File: src/design/tmr_irq_pkg.sv
// Constants, register map and carrier types of the timer interrupt and run control block
package tmr_irq_pkg;

    // Channel organisation
    localparam int unsigned NUM_CH    = 8;
    localparam int unsigned NUM_PAIRS = 4;
    localparam int unsigned CNT_W     = 8;
    localparam int unsigned ADDR_MIN  = 18;

    // Register indices; the byte address is four times the index
    localparam logic [15:0] IDX_EN03   = 16'hff25;
    localparam logic [15:0] IDX_FLG03  = 16'hff29;
    localparam logic [15:0] IDX_EN47   = 16'hff2c;
    localparam logic [15:0] IDX_FLG47  = 16'hff2e;
    localparam logic [15:0] IDX_PRIO   = 16'hff40;
    localparam logic [15:0] IDX_MODE16 = 16'hff41;
    localparam logic [15:0] IDX_RUN    = 16'hff42;

    // Byte addresses on the bus
    localparam logic [17:0] ADDR_EN03   = {IDX_EN03, 2'b00};
    localparam logic [17:0] ADDR_FLG03  = {IDX_FLG03, 2'b00};
    localparam logic [17:0] ADDR_EN47   = {IDX_EN47, 2'b00};
    localparam logic [17:0] ADDR_FLG47  = {IDX_FLG47, 2'b00};
    localparam logic [17:0] ADDR_PRIO   = {IDX_PRIO, 2'b00};
    localparam logic [17:0] ADDR_MODE16 = {IDX_MODE16, 2'b00};
    localparam logic [17:0] ADDR_RUN    = {IDX_RUN, 2'b00};

    // Field positions inside a packed enable or flag byte
    localparam int unsigned UF_BIT = 0;
    localparam int unsigned MT_BIT = 1;

    // Values after reset
    localparam logic [7:0]  RST_EN     = 8'h00;
    localparam logic [7:0]  RST_FLG    = 8'h00;
    localparam logic [7:0]  RST_PRIO   = 8'h00;
    localparam logic [3:0]  RST_MODE16 = 4'h0;
    localparam logic [7:0]  RST_RUN    = 8'h00;
    localparam logic [7:0]  RST_CNT    = 8'hff;
    localparam logic [31:0] RST_RDATA  = 32'h0000_0000;

    // Plain data byte
    typedef logic [7:0] byte_t;

    // Event flags of all channels
    typedef struct packed {
        logic [NUM_CH-1:0] match;
        logic [NUM_CH-1:0] underflow;
    } chan_evt_t;

    // One Avalon-MM request as seen by the slave
    typedef struct packed {
        logic [17:0] address;
        logic        read;
        logic        write;
        logic [3:0]  byteenable;
        logic [31:0] writedata;
    } avmm_req_t;

endpackage

File: src/design/timer_irq_run_ctrl.sv
// Timer interrupt flags, enables, priority gating and run/stop/reload control
//
// Decided for this implementation: the Avalon-MM interface to the registers.
`timescale 1ns/1ps

// How it works
// - Per-channel underflow interrupt enable, reset zero
// - Per-channel match interrupt enable, reset zero
// - Cascaded pair ignores low channel enables
// - Underflow sets the underflow event flag
// - Compare match sets the match flag
// - Flags set regardless of enables, priority
// - Request needs flag, enable, priority above CPU
// - Flags read state; write one clears
// - Cascade: low flags silent, high follows 16-bit
// - All event flags clear at reset
// - Run change at input clock fall; one more count
// - Sleep freezes counting; resumes after wake
// - Low counter read does not latch high
// - Decrement and underflow on input clock fall
// - Reload settles at next input clock rise
// - Enables packed two per channel, two registers
// - Flags packed two per channel, two registers
// - Two-bit pair priority, zero means none
module timer_irq_run_ctrl #(
    parameter int unsigned ADDR_W = 18
) (
    // Clock and reset
    input  wire logic                                   I_MCLK,
    input  wire logic                                   I_RESET_N,
    // Avalon-MM register slave
    input  wire logic [ADDR_W-1:0]                      I_AVS_ADDRESS,
    input  wire logic                                   I_AVS_READ,
    input  wire logic                                   I_AVS_WRITE,
    input  wire logic [3:0]                             I_AVS_BYTEENABLE,
    input  wire logic [31:0]                            I_AVS_WRITEDATA,
    output logic      [31:0]                            O_AVS_READDATA,
    output logic                                        O_AVS_WAITREQUEST,
    // Timer input clocks (pins) and counter datapath values
    input  wire logic [tmr_irq_pkg::NUM_CH-1:0]         I_TIMER_CLK,
    input  wire logic [tmr_irq_pkg::NUM_CH-1:0][7:0]    I_RELOAD_VALUE,
    input  wire logic [tmr_irq_pkg::NUM_CH-1:0][7:0]    I_COMPARE_VALUE,
    output logic      [tmr_irq_pkg::NUM_CH-1:0][7:0]    O_COUNTER_VALUE,
    // CPU core side
    input  wire logic                                   I_CPU_LEVEL_BIT_HIGH,
    input  wire logic                                   I_CPU_LEVEL_BIT_LOW,
    input  wire logic                                   I_SLEEP_INSTRUCTION,
    output logic      [tmr_irq_pkg::NUM_PAIRS-1:0]      O_IRQ_REQ
);

    // Refuse an address bus too narrow for the map
    if (ADDR_W < tmr_irq_pkg::ADDR_MIN) begin : g_addr_check
        $error("ADDR_W too small for the register map");
    end

    localparam int unsigned NC = tmr_irq_pkg::NUM_CH;
    localparam int unsigned NP = tmr_irq_pkg::NUM_PAIRS;

    // Bus request carrier and handshake state
    tmr_irq_pkg::avmm_req_t req;            // Current request
    logic                   wait_q;         // Registered waitrequest
    logic [31:0]            rdata_q;        // Registered read data
    logic                   rd_take;        // Read captured this edge
    logic                   wr_acc;         // Write takes effect this edge
    tmr_irq_pkg::byte_t     wbyte;          // Low write lane
    tmr_irq_pkg::byte_t     rd_byte;        // Read mux result

    // Software-visible state
    logic [NC-1:0]          en_uf_q;        // underflow_irq_enable
    logic [NC-1:0]          en_mt_q;        // match_irq_enable
    tmr_irq_pkg::chan_evt_t flg_q;          // Event flags
    logic [7:0]             prio_q;         // irq_priority_field per pair
    logic [NP-1:0]          mode16_q;       // Pair cascade select
    logic [NC-1:0]          run_req_q;      // run_control as written

    // Timer-clock synchronisers and edges
    logic [NC-1:0]          tclk_s1_q;      // First stage, read by stage two only
    logic [NC-1:0]          tclk_s2_q;      // Second stage
    logic [NC-1:0]          tclk_prev_q;    // Delayed copy for edge detect
    logic [NC-1:0]          fall_w;         // Input clock falling edge seen
    logic [NC-1:0]          rise_w;         // Input clock rising edge seen

    // Counter state
    logic [NC-1:0][7:0]     cnt_q;          // counter_value
    logic [NC-1:0]          active_q;       // Counting actually running
    logic [NC-1:0]          pend_q;         // Reload waits for rising edge
    logic [NC-1:0]          uf_pulse_q;     // Underflow event, one cycle
    logic [NC-1:0]          mt_pulse_q;     // Match event, one cycle

    // Derived interrupt terms
    logic [NC-1:0]          low16_w;        // Channel is a cascaded low half
    logic [NC-1:0]          clr_uf;         // Flag clear strobes
    logic [NC-1:0]          clr_mt;
    logic [NC-1:0]          qual_w;         // Enabled and set, per channel
    logic [NP-1:0]          pair_pend_w;    // Any qualified flag in pair
    logic [1:0]             cpu_level;      // CPU interrupt level
    logic [NC-1:0]          run_rd;         // Run bit as read back

    // Pack uf/mt bits of four channels into one byte, even/odd bits
    function automatic tmr_irq_pkg::byte_t pack_half(input logic [7:0] uf,
                                                     input logic [7:0] mt,
                                                     input logic       hi);
        tmr_irq_pkg::byte_t r;
        int                 ch;
        r = '0;
        for (int k = 0; k < 4; k++) begin
            ch = hi ? k + 4 : k;
            r[2*k+tmr_irq_pkg::UF_BIT] = uf[ch];
            r[2*k+tmr_irq_pkg::MT_BIT] = mt[ch];
        end
        return r;
    endfunction

    // Address match against a byte address constant
    function automatic logic hit(input logic [ADDR_W-1:0] a, input logic [17:0] c);
        return a == ADDR_W'(c);
    endfunction

    assign req       = '{address:    I_AVS_ADDRESS[17:0],
                         read:       I_AVS_READ,
                         write:      I_AVS_WRITE,
                         byteenable: I_AVS_BYTEENABLE,
                         writedata:  I_AVS_WRITEDATA};
    assign wbyte     = req.writedata[7:0];
    assign rd_take   = req.read && wait_q;
    // Only the low byte lane carries data; other lanes are ignored
    assign wr_acc    = req.write && !wait_q && req.byteenable[0];
    assign cpu_level = {I_CPU_LEVEL_BIT_HIGH, I_CPU_LEVEL_BIT_LOW};

    // Handshake: one wait state, then the access completes
    always_ff @(posedge I_MCLK or negedge I_RESET_N) begin
        if (!I_RESET_N) begin
            wait_q <= 1'b1;
        end else if ((req.read || req.write) && wait_q) begin
            wait_q <= 1'b0;
        end else begin
            wait_q <= 1'b1;
        end
    end

    // Read mux; unmapped addresses read as zero
    always_comb begin
        rd_byte = '0;
        if (hit(I_AVS_ADDRESS, tmr_irq_pkg::ADDR_EN03)) begin
            rd_byte = pack_half(en_uf_q, en_mt_q, 1'b0);
        end else if (hit(I_AVS_ADDRESS, tmr_irq_pkg::ADDR_EN47)) begin
            rd_byte = pack_half(en_uf_q, en_mt_q, 1'b1);
        end else if (hit(I_AVS_ADDRESS, tmr_irq_pkg::ADDR_FLG03)) begin
            rd_byte = pack_half(flg_q.underflow, flg_q.match, 1'b0);
        end else if (hit(I_AVS_ADDRESS, tmr_irq_pkg::ADDR_FLG47)) begin
            rd_byte = pack_half(flg_q.underflow, flg_q.match, 1'b1);
        end else if (hit(I_AVS_ADDRESS, tmr_irq_pkg::ADDR_PRIO)) begin
            rd_byte = prio_q;
        end else if (hit(I_AVS_ADDRESS, tmr_irq_pkg::ADDR_MODE16)) begin
            rd_byte = {4'h0, mode16_q};
        end else if (hit(I_AVS_ADDRESS, tmr_irq_pkg::ADDR_RUN)) begin
            rd_byte = run_rd;
        end
    end

    // Read data is captured at the first edge, valid when wait drops
    always_ff @(posedge I_MCLK or negedge I_RESET_N) begin
        if (!I_RESET_N) begin
            rdata_q <= tmr_irq_pkg::RST_RDATA;
        end else if (rd_take) begin
            rdata_q <= {24'h00_0000, rd_byte};
        end
    end

    // Enable registers, packed even/odd per channel
    always_ff @(posedge I_MCLK or negedge I_RESET_N) begin
        if (!I_RESET_N) begin
            en_uf_q <= tmr_irq_pkg::RST_EN;
            en_mt_q <= tmr_irq_pkg::RST_EN;
        end else if (wr_acc) begin
            for (int k = 0; k < 4; k++) begin
                if (hit(I_AVS_ADDRESS, tmr_irq_pkg::ADDR_EN03)) begin
                    en_uf_q[k]   <= wbyte[2*k+tmr_irq_pkg::UF_BIT];
                    en_mt_q[k]   <= wbyte[2*k+tmr_irq_pkg::MT_BIT];
                end
                if (hit(I_AVS_ADDRESS, tmr_irq_pkg::ADDR_EN47)) begin
                    en_uf_q[k+4] <= wbyte[2*k+tmr_irq_pkg::UF_BIT];
                    en_mt_q[k+4] <= wbyte[2*k+tmr_irq_pkg::MT_BIT];
                end
            end
        end
    end

    // Priority, cascade and run control registers
    always_ff @(posedge I_MCLK or negedge I_RESET_N) begin
        if (!I_RESET_N) begin
            prio_q    <= tmr_irq_pkg::RST_PRIO;
            mode16_q  <= tmr_irq_pkg::RST_MODE16;
            run_req_q <= tmr_irq_pkg::RST_RUN;
        end else if (wr_acc) begin
            if (hit(I_AVS_ADDRESS, tmr_irq_pkg::ADDR_PRIO)) begin
                prio_q <= wbyte;
            end
            if (hit(I_AVS_ADDRESS, tmr_irq_pkg::ADDR_MODE16)) begin
                mode16_q <= wbyte[3:0];
            end
            if (hit(I_AVS_ADDRESS, tmr_irq_pkg::ADDR_RUN)) begin
                // High half of a cascade has no run bit of its own
                for (int c = 0; c < NC; c++) begin
                    run_req_q[c] <= wbyte[c] & ~((c % 2 == 1) && mode16_q[c/2]);
                end
            end
        end
    end

    // Reads 1 from the write until counting has really halted
    assign run_rd = run_req_q | active_q;

    // Flag clear strobes from a write of ones
    always_comb begin
        clr_uf = '0;
        clr_mt = '0;
        if (wr_acc) begin
            for (int k = 0; k < 4; k++) begin
                if (hit(I_AVS_ADDRESS, tmr_irq_pkg::ADDR_FLG03)) begin
                    clr_uf[k]   = wbyte[2*k+tmr_irq_pkg::UF_BIT];
                    clr_mt[k]   = wbyte[2*k+tmr_irq_pkg::MT_BIT];
                end
                if (hit(I_AVS_ADDRESS, tmr_irq_pkg::ADDR_FLG47)) begin
                    clr_uf[k+4] = wbyte[2*k+tmr_irq_pkg::UF_BIT];
                    clr_mt[k+4] = wbyte[2*k+tmr_irq_pkg::MT_BIT];
                end
            end
        end
    end

    // Event flags: a set in the clearing cycle wins over the clear
    always_ff @(posedge I_MCLK or negedge I_RESET_N) begin
        if (!I_RESET_N) begin
            flg_q <= {tmr_irq_pkg::RST_FLG, tmr_irq_pkg::RST_FLG};
        end else begin
            flg_q.underflow <= (flg_q.underflow & ~clr_uf) | uf_pulse_q;
            flg_q.match     <= (flg_q.match & ~clr_mt) | mt_pulse_q;
        end
    end

    // Timer clocks come from pins: two flops, then edge detect
    always_ff @(posedge I_MCLK or negedge I_RESET_N) begin
        if (!I_RESET_N) begin
            tclk_s1_q   <= '0;
            tclk_s2_q   <= '0;
            tclk_prev_q <= '0;
        end else begin
            tclk_s1_q   <= I_TIMER_CLK;
            tclk_s2_q   <= tclk_s1_q;
            tclk_prev_q <= tclk_s2_q;
        end
    end

    assign fall_w = tclk_prev_q & ~tclk_s2_q;
    assign rise_w = tclk_s2_q & ~tclk_prev_q;

    // Counters, run/stop and reload; sleep ignores falling edges
    always_ff @(posedge I_MCLK or negedge I_RESET_N) begin
        if (!I_RESET_N) begin
            cnt_q      <= {NC{tmr_irq_pkg::RST_CNT}};
            active_q   <= '0;
            pend_q     <= '0;
            uf_pulse_q <= '0;
            mt_pulse_q <= '0;
        end else begin
            uf_pulse_q <= '0;
            mt_pulse_q <= '0;
            for (int p = 0; p < NP; p++) begin
                if (mode16_q[p]) begin
                    // Cascade runs on the low channel's clock and run bit
                    active_q[2*p+1] <= 1'b0;
                    pend_q[2*p+1]   <= 1'b0;
                    if (fall_w[2*p] && !I_SLEEP_INSTRUCTION) begin
                        active_q[2*p] <= run_req_q[2*p];
                        if (active_q[2*p]) begin
                            if ({cnt_q[2*p+1], cnt_q[2*p]} == 16'h0000) begin
                                pend_q[2*p]       <= 1'b1;
                                uf_pulse_q[2*p+1] <= 1'b1;
                            end else begin
                                {cnt_q[2*p+1], cnt_q[2*p]} <=
                                    {cnt_q[2*p+1], cnt_q[2*p]} - 16'h0001;
                                if ({cnt_q[2*p+1], cnt_q[2*p]} - 16'h0001 ==
                                    {I_COMPARE_VALUE[2*p+1], I_COMPARE_VALUE[2*p]}) begin
                                    mt_pulse_q[2*p+1] <= 1'b1;
                                end
                            end
                        end
                    end
                    if (rise_w[2*p] && pend_q[2*p]) begin
                        cnt_q[2*p]   <= I_RELOAD_VALUE[2*p];
                        cnt_q[2*p+1] <= I_RELOAD_VALUE[2*p+1];
                        pend_q[2*p]  <= 1'b0;
                    end
                end else begin
                    for (int h = 0; h < 2; h++) begin
                        if (fall_w[2*p+h] && !I_SLEEP_INSTRUCTION) begin
                            active_q[2*p+h] <= run_req_q[2*p+h];
                            if (active_q[2*p+h]) begin
                                if (cnt_q[2*p+h] == 8'h00) begin
                                    pend_q[2*p+h]     <= 1'b1;
                                    uf_pulse_q[2*p+h] <= 1'b1;
                                end else begin
                                    cnt_q[2*p+h] <= cnt_q[2*p+h] - 8'h01;
                                    if (cnt_q[2*p+h] - 8'h01 == I_COMPARE_VALUE[2*p+h]) begin
                                        mt_pulse_q[2*p+h] <= 1'b1;
                                    end
                                end
                            end
                        end
                        if (rise_w[2*p+h] && pend_q[2*p+h]) begin
                            cnt_q[2*p+h]  <= I_RELOAD_VALUE[2*p+h];
                            pend_q[2*p+h] <= 1'b0;
                        end
                    end
                end
            end
        end
    end

    // Low halves of cascades have their enables ignored
    always_comb begin
        for (int c = 0; c < NC; c++) begin
            low16_w[c] = (c % 2 == 0) && mode16_q[c/2];
        end
    end

    // Qualified flags, independent of how the flags got set
    assign qual_w = ((flg_q.underflow & en_uf_q) | (flg_q.match & en_mt_q))
                    & ~low16_w;

    always_comb begin
        for (int p = 0; p < NP; p++) begin
            pair_pend_w[p] = |qual_w[2*p +: 2];
        end
    end

    // Pair request: held while any qualified flag beats the CPU level
    always_ff @(posedge I_MCLK or negedge I_RESET_N) begin
        if (!I_RESET_N) begin
            O_IRQ_REQ <= '0;
        end else begin
            for (int p = 0; p < NP; p++) begin
                O_IRQ_REQ[p] <= pair_pend_w[p] && (prio_q[2*p +: 2] > cpu_level);
            end
        end
    end

    // Counter halves are separate flops; no read latching of the high half
    assign O_COUNTER_VALUE   = cnt_q;
    assign O_AVS_READDATA    = rdata_q;
    assign O_AVS_WAITREQUEST = wait_q;

    // Checks and coverage
    a_uf_sets_flag: assert property (@(posedge I_MCLK) disable iff (!I_RESET_N)
        (|uf_pulse_q) |=> ((flg_q.underflow & $past(uf_pulse_q)) == $past(uf_pulse_q)))
        else $error("underflow event did not set its flag");
    a_mt_sets_flag: assert property (@(posedge I_MCLK) disable iff (!I_RESET_N)
        (|mt_pulse_q) |=> ((flg_q.match & $past(mt_pulse_q)) == $past(mt_pulse_q)))
        else $error("match event did not set its flag");
    a_low_half_silent: assert property (@(posedge I_MCLK) disable iff (!I_RESET_N)
        ((uf_pulse_q | mt_pulse_q) & low16_w) == '0)
        else $error("cascaded low half raised an event");
    a_flag_w1c: assert property (@(posedge I_MCLK) disable iff (!I_RESET_N)
        (wr_acc && hit(I_AVS_ADDRESS, tmr_irq_pkg::ADDR_FLG03) && wbyte[1] && !mt_pulse_q[0])
        |=> !flg_q.match[0])
        else $error("write of one did not clear flag");
    a_irq_priority: assert property (@(posedge I_MCLK) disable iff (!I_RESET_N)
        O_IRQ_REQ[0] |-> ($past(prio_q[1:0]) > $past(cpu_level)) && $past(pair_pend_w[0]))
        else $error("request without flag or priority");
    a_irq_holds: assert property (@(posedge I_MCLK) disable iff (!I_RESET_N)
        (pair_pend_w[1] && prio_q[3:2] > cpu_level) |=> O_IRQ_REQ[1])
        else $error("qualified pair did not request");
    a_uf_at_zero: assert property (@(posedge I_MCLK) disable iff (!I_RESET_N)
        uf_pulse_q[0] |-> $past(cnt_q[0]) == 8'h00 && $past(active_q[0]))
        else $error("underflow not from zero");
    a_reload_rise: assert property (@(posedge I_MCLK) disable iff (!I_RESET_N)
        (pend_q[0] && rise_w[0] && !mode16_q[0]) |=> cnt_q[0] == $past(I_RELOAD_VALUE[0]))
        else $error("reload did not settle on rising edge");
    a_sleep_frozen: assert property (@(posedge I_MCLK) disable iff (!I_RESET_N)
        (I_SLEEP_INSTRUCTION && pend_q == '0) |=> cnt_q == $past(cnt_q))
        else $error("counter moved during sleep");
    a_stop_reads_one: assert property (@(posedge I_MCLK) disable iff (!I_RESET_N)
        (active_q[0] && !run_req_q[0] && fall_w[0] && !I_SLEEP_INSTRUCTION && !mode16_q[0]
         && cnt_q[0] != 8'h00)
        |-> run_rd[0] ##1 (!active_q[0] && cnt_q[0] == $past(cnt_q[0]) - 8'h01))
        else $error("stop did not count once more and halt");
    a_bus_one_wait: assert property (@(posedge I_MCLK) disable iff (!I_RESET_N)
        (rd_take && hit(I_AVS_ADDRESS, tmr_irq_pkg::ADDR_FLG03))
        |=> !O_AVS_WAITREQUEST && O_AVS_READDATA[7:0] ==
            pack_half($past(flg_q.underflow), $past(flg_q.match), 1'b0))
        else $error("flag read wrong or late");

    c_underflow: cover property (@(posedge I_MCLK) disable iff (!I_RESET_N) |uf_pulse_q);
    c_irq_rise: cover property (@(posedge I_MCLK) disable iff (!I_RESET_N) $rose(O_IRQ_REQ[0]));
    c_cascade_uf: cover property (@(posedge I_MCLK) disable iff (!I_RESET_N)
        mode16_q[0] && uf_pulse_q[1]);
    c_stop_tail: cover property (@(posedge I_MCLK) disable iff (!I_RESET_N)
        active_q[0] && !run_req_q[0] && fall_w[0]);

endmodule

File: config.mk
export PLATFORM = sky130hd
export DESIGN_NAME = timer_irq_run_ctrl
export DESIGN_NICKNAME = d
export VERILOG_FILES = /design/src/design/tmr_irq_pkg.sv /design/src/design/timer_irq_run_ctrl.sv
export SDC_FILE = /design/constraint.sdc
export NUM_CORES = 1
export LEC_CHECK = 0
export ABC_AREA = 1
export BUFFER_PORTS_ARGS = -buffer_cell sky130_fd_sc_hd__buf_2
export CORE_UTILIZATION = 60
export CTS_BUF_LIST = sky130_fd_sc_hd__clkbuf_16
export CTS_CLUSTER_SIZE = 14
export DETAILED_ROUTE_END_ITERATION = 16
export PLACE_DENSITY = 0.88
export SETUP_SLACK_MARGIN = 0.5
export SLEW_MARGIN = 10
export SYNTH_ARGS = -nofsm -noshare
export SYNTH_HDL_FRONTEND = slang
export SYNTH_SLANG_ARGS = --single-unit
File: constraint.sdc
create_clock -name I_MCLK -period 4.15 [get_ports I_MCLK]
set_clock_uncertainty 0.05 [all_clocks]
set_input_delay 1.0375 -clock I_MCLK [delete_from_list [all_inputs] [get_ports I_MCLK]]
set_output_delay 1.0375 -clock I_MCLK [all_outputs]
set_load 0.03 [all_outputs]
==> impl_metrics.csv <==
group,metric,value,unit
placement,port_buffers,246,
route,vias,13230,
grt,grt_pass1_wl,58130,um
cts,cts_resized,0,
floorplanning,dieArea,22060,um^2
timing,max_freq,0.3654,GHz
route,wire_per_inst,15.02,um
status,outcome,"finished clean",
cts,tritoncts,"done",
worst_setup_path,crit_type,"reg -> reg",
placement,dpl_cell_area,14210,um^2
worst_setup_path,cp.required,4.46,ns
cts,clockBufferDepth,2,
logic_synthesis,synthTopCellsByCount,"485 x nand2_1, 219 x inv_1, 209 x nor2_1",
cts,numCtsBuffers,17,
floorplanning,core_area,21020,um^2
route,drt_iter0_drc,1048,
worst_setup_path,cp-start-kind,"flip-flop",
timing,finalCritPeriodShare,0.6594,
timing,period_needed,2.737,ns
layout,final_nets,2281,
layout,syn2layout_area_growth,14.97,%
timing,final_hold_viol_count,0,
logic_synthesis,yosys.cell_count.top_type,"nand2_1",
cts,cts_max_level,4,
power_and_ir_drop,ir_worst_vdd,0.3568,mV
logic_synthesis,synth_edf_count,0,
route,drc,0,
cts,cts.sinks,185,
grt,grt_antenna_before_repair,2,
layout,nFillCells,1734,
timing,max-slew-margin-rel,0.3466,
power_and_ir_drop,power.total,0.007119,W
logic_synthesis,synthDistinctLibCells,53,
flow_run,drv_cap,0,
placement,dpl.hpwl,26630,um
worst_setup_path,cp-end-kind,"flip-flop",
power_and_ir_drop,power_density,480.7,nW/um^2
logic_synthesis,synth_area_leader_cell,"dfrtp_1",
logic_synthesis,ys.flop_type,"dfrtp_1",
logic_synthesis,ys_top_cells_by_area,"dfrtp_1 23%, nand2_1 14%, dfstp_2 13%",
route,vias_per_cell,5.609,
min_path,hp-class,"reg -> reg",
logic_synthesis,synthDominantCellAreaShare,0.2331,
logic_synthesis,synth_area_per_cell,7.016,um^2
cts,clkTransAtPathRegs,0.07,ns
cts,cts_setup_buffers,0,
route,ant_nets,0,
floorplanning,fp.dieH,148.5,um
timing,setup_viol,0,
logic_synthesis,async_reset_ff_frac,1.000,
cts,worstSkewPairLatency,0.43,ns
power_and_ir_drop,leakage,7.414,nW
worst_setup_path,cp_max_fo,29,
layout,drive_above_1_share,0.2004,
cts,root_buffer,"clkbuf_16",
placement,gp_congestion,0.9683,
grt,grt_pass1_vias,12430,
logic_synthesis,synth_area,12880,um^2
logic_synthesis,yosysSeqAreaShare,0.3657,
logic_synthesis,synth-seq-cells,185,
worst_setup_path,arrival,3.05,ns
grt,grt_max_degree,94,
floorplanning,die_w,148.5,um
floorplanning,rows,53,
timing,fin_tns_setup,0,ns
timing,worstMarginPinSlew,0.9777,ns
route,drtPass1Iterations,6,
logic_synthesis,synth_cells,1836,
timing,rsz0062_at_grt,"no",
grt,grt_remaining_overflow,0,
cts,cts_hold_buf,0,
layout,finish.instance_area,14810,um^2
logic_synthesis,yosysWarningCount,0,
floorplanning,initial_core_util,0.6128,
route,finalWirelength,35420,um
floorplanning,io_pins,298,
timing,drv_slew,0,
grt,grt_usage,0.3277,
[worst paths after layout]
check                             start             endpoint  slack, ns  cells after the start
max                        tclk_s2_q[2]  O_COUNTER_VALUE[29]       1.41                     12
min                        tclk_s1_q[5]         tclk_s2_q[5]       0.30                      0
max reg2reg                tclk_s2_q[2]  O_COUNTER_VALUE[29]       1.41                     12
min reg2reg                tclk_s1_q[5]         tclk_s2_q[5]       0.30                      0
max in group asynchronous     I_RESET_N  O_COUNTER_VALUE[22]       2.48                      2
min in group asynchronous     I_RESET_N           en_mt_q[7]       0.64                      1
[routing by layer]
metal  vias to the layer above  routed length (um)  global-route usage
met4                         0                 771              0.1134
met1                      6135               14890              0.4281
met5                         -                   0                   0
met3                        77                3092             0.06871
met2                       580               16660              0.5386
li1                       6434                   -                   -
[power by group]
part	leakage (nW)	internal, W	total (W)	switching, W
Sequential	2.20	0.00216	0.00246	0.000301
Clock	0.292	0.000878	0.00163	0.000750
Combinational	4.92	0.00104	0.00303	0.00199
Total	7.41	0.00408	0.00712	0.00304
[layout by cell type (no fill, tap or decap), drive strengths merged]
cell | Yosys | final
a211oi | 5 | 5
a21oi | 42 | 42
a22o | 4 | 4
a22oi | 2 | 2
a31oi | 7 | 7
a32oi | 2 | 2
and3 | 1 | 1
buf | 45 | 252
bufinv | 0 | 1
clkbuf | 18 | 19
clkinv | 2 | 12
conb | 1 | 24
dfrtp | 120 | 120
dfstp | 65 | 65
diode | 0 | 2
ha | 16 | 16
inv | 225 | 228
nand2 | 493 | 493
nand3 | 142 | 142
nand3b | 14 | 14
nand4 | 53 | 53
nor2 | 230 | 230
nor3 | 20 | 20
nor4 | 6 | 6
nor4b | 1 | 1
o2111ai | 1 | 1
o211ai | 26 | 26
o21a | 3 | 3
o21ai | 195 | 195
o21bai | 8 | 8
o221ai | 3 | 3
o22ai | 8 | 8
o31ai | 6 | 6
o32ai | 1 | 1
or2 | 4 | 4
xnor2 | 11 | 11
xnor3 | 4 | 4
xor2 | 51 | 51
xor3 | 1 | 1
[stage by stage]
| stage | worst slack [ns] | hold slack [ns] | cells | utilization |
|---|---|---|---|---|
| after floorplan | 1.854 | 0.2812 | 1859 | - |
| after global placement | 1.251 | 0.2844 | 2324 | 0.6761 |
| after detailed placement | 1.114 | 0.2847 | 2324 | 0.6761 |
| after CTS | 1.504 | 0.3000 | 2356 | 0.7042 |
| after global routing | 1.228 | 0.3116 | 2357 | 0.7044 |
| final | 1.413 | 0.2995 | 2358 | 0.7045 |
[final cells by class]
| cell class | count | area, um^2 | share of cell area |
|---|---|---|---|
| Antenna cell | 2 | 5.005 | 0.0003380 |
| Clock buffer | 18 | 450.4 | 0.03042 |
| Clock inverter | 14 | 141.4 | 0.009547 |
| Inverter | 227 | 852.1 | 0.05754 |
| Multi-Input combinational cell | 1384 | 7013 | 0.4736 |
| Sequential cell | 185 | 4711 | 0.3181 |
| Tap cell | 275 | 344.1 | 0.02323 |
| Timing Repair Buffer | 253 | 1292 | 0.08728 |
[critical path, cell delays in order, from the launching register on]
cell and delay, ns:
dfrtp_1 0.37, inv_1 0.08, nor2_1 0.05, nand2_1 0.71, inv_1 0.42, nor2_1 0.29, nand2_1 0.08, nand2_1 0.10
nor2_1 0.05, buf_4 0.17, o21ai_2 0.06, a21oi_1 0.06, a21oi_1 0.17
[state kept, by name, indices dropped and copies added (netlist names)]
register,cells
O_AVS_READDATA,8
O_AVS_WAITREQUEST,1
O_IRQ_REQ,4
tclk_s2_q,8
pend_q,8
mt_pulse_q,8
tclk_prev_q,8
mode16_q,4
tclk_s1_q,8
active_q,8
en_uf_q,8
flg_q,16
prio_q,8
uf_pulse_q,8
run_req_q,8
O_COUNTER_VALUE,64
en_mt_q,8
[logic make-up (layout without fill, tap and decap cells)]
| group | Yosys count | count (layout) | share of synthesized area |
|---|---|---|---|
| AOI/OAI and AO/OA | 313 | 313 | 0.1441 |
| and+or+nand+nor | 964 | 964 | 0.3269 |
| buffers and inverters | 290 | 512 | 0.09655 |
| xor gates and xnor gates | 67 | 67 | 0.05100 |
| adders and majority gates | 16 | 16 | 0.01554 |
| DFF | 185 | 185 | 0.3657 |
| other | 1 | 26 | 0.0002911 |
Note: power is estimated with default switching activity, not from simulation.
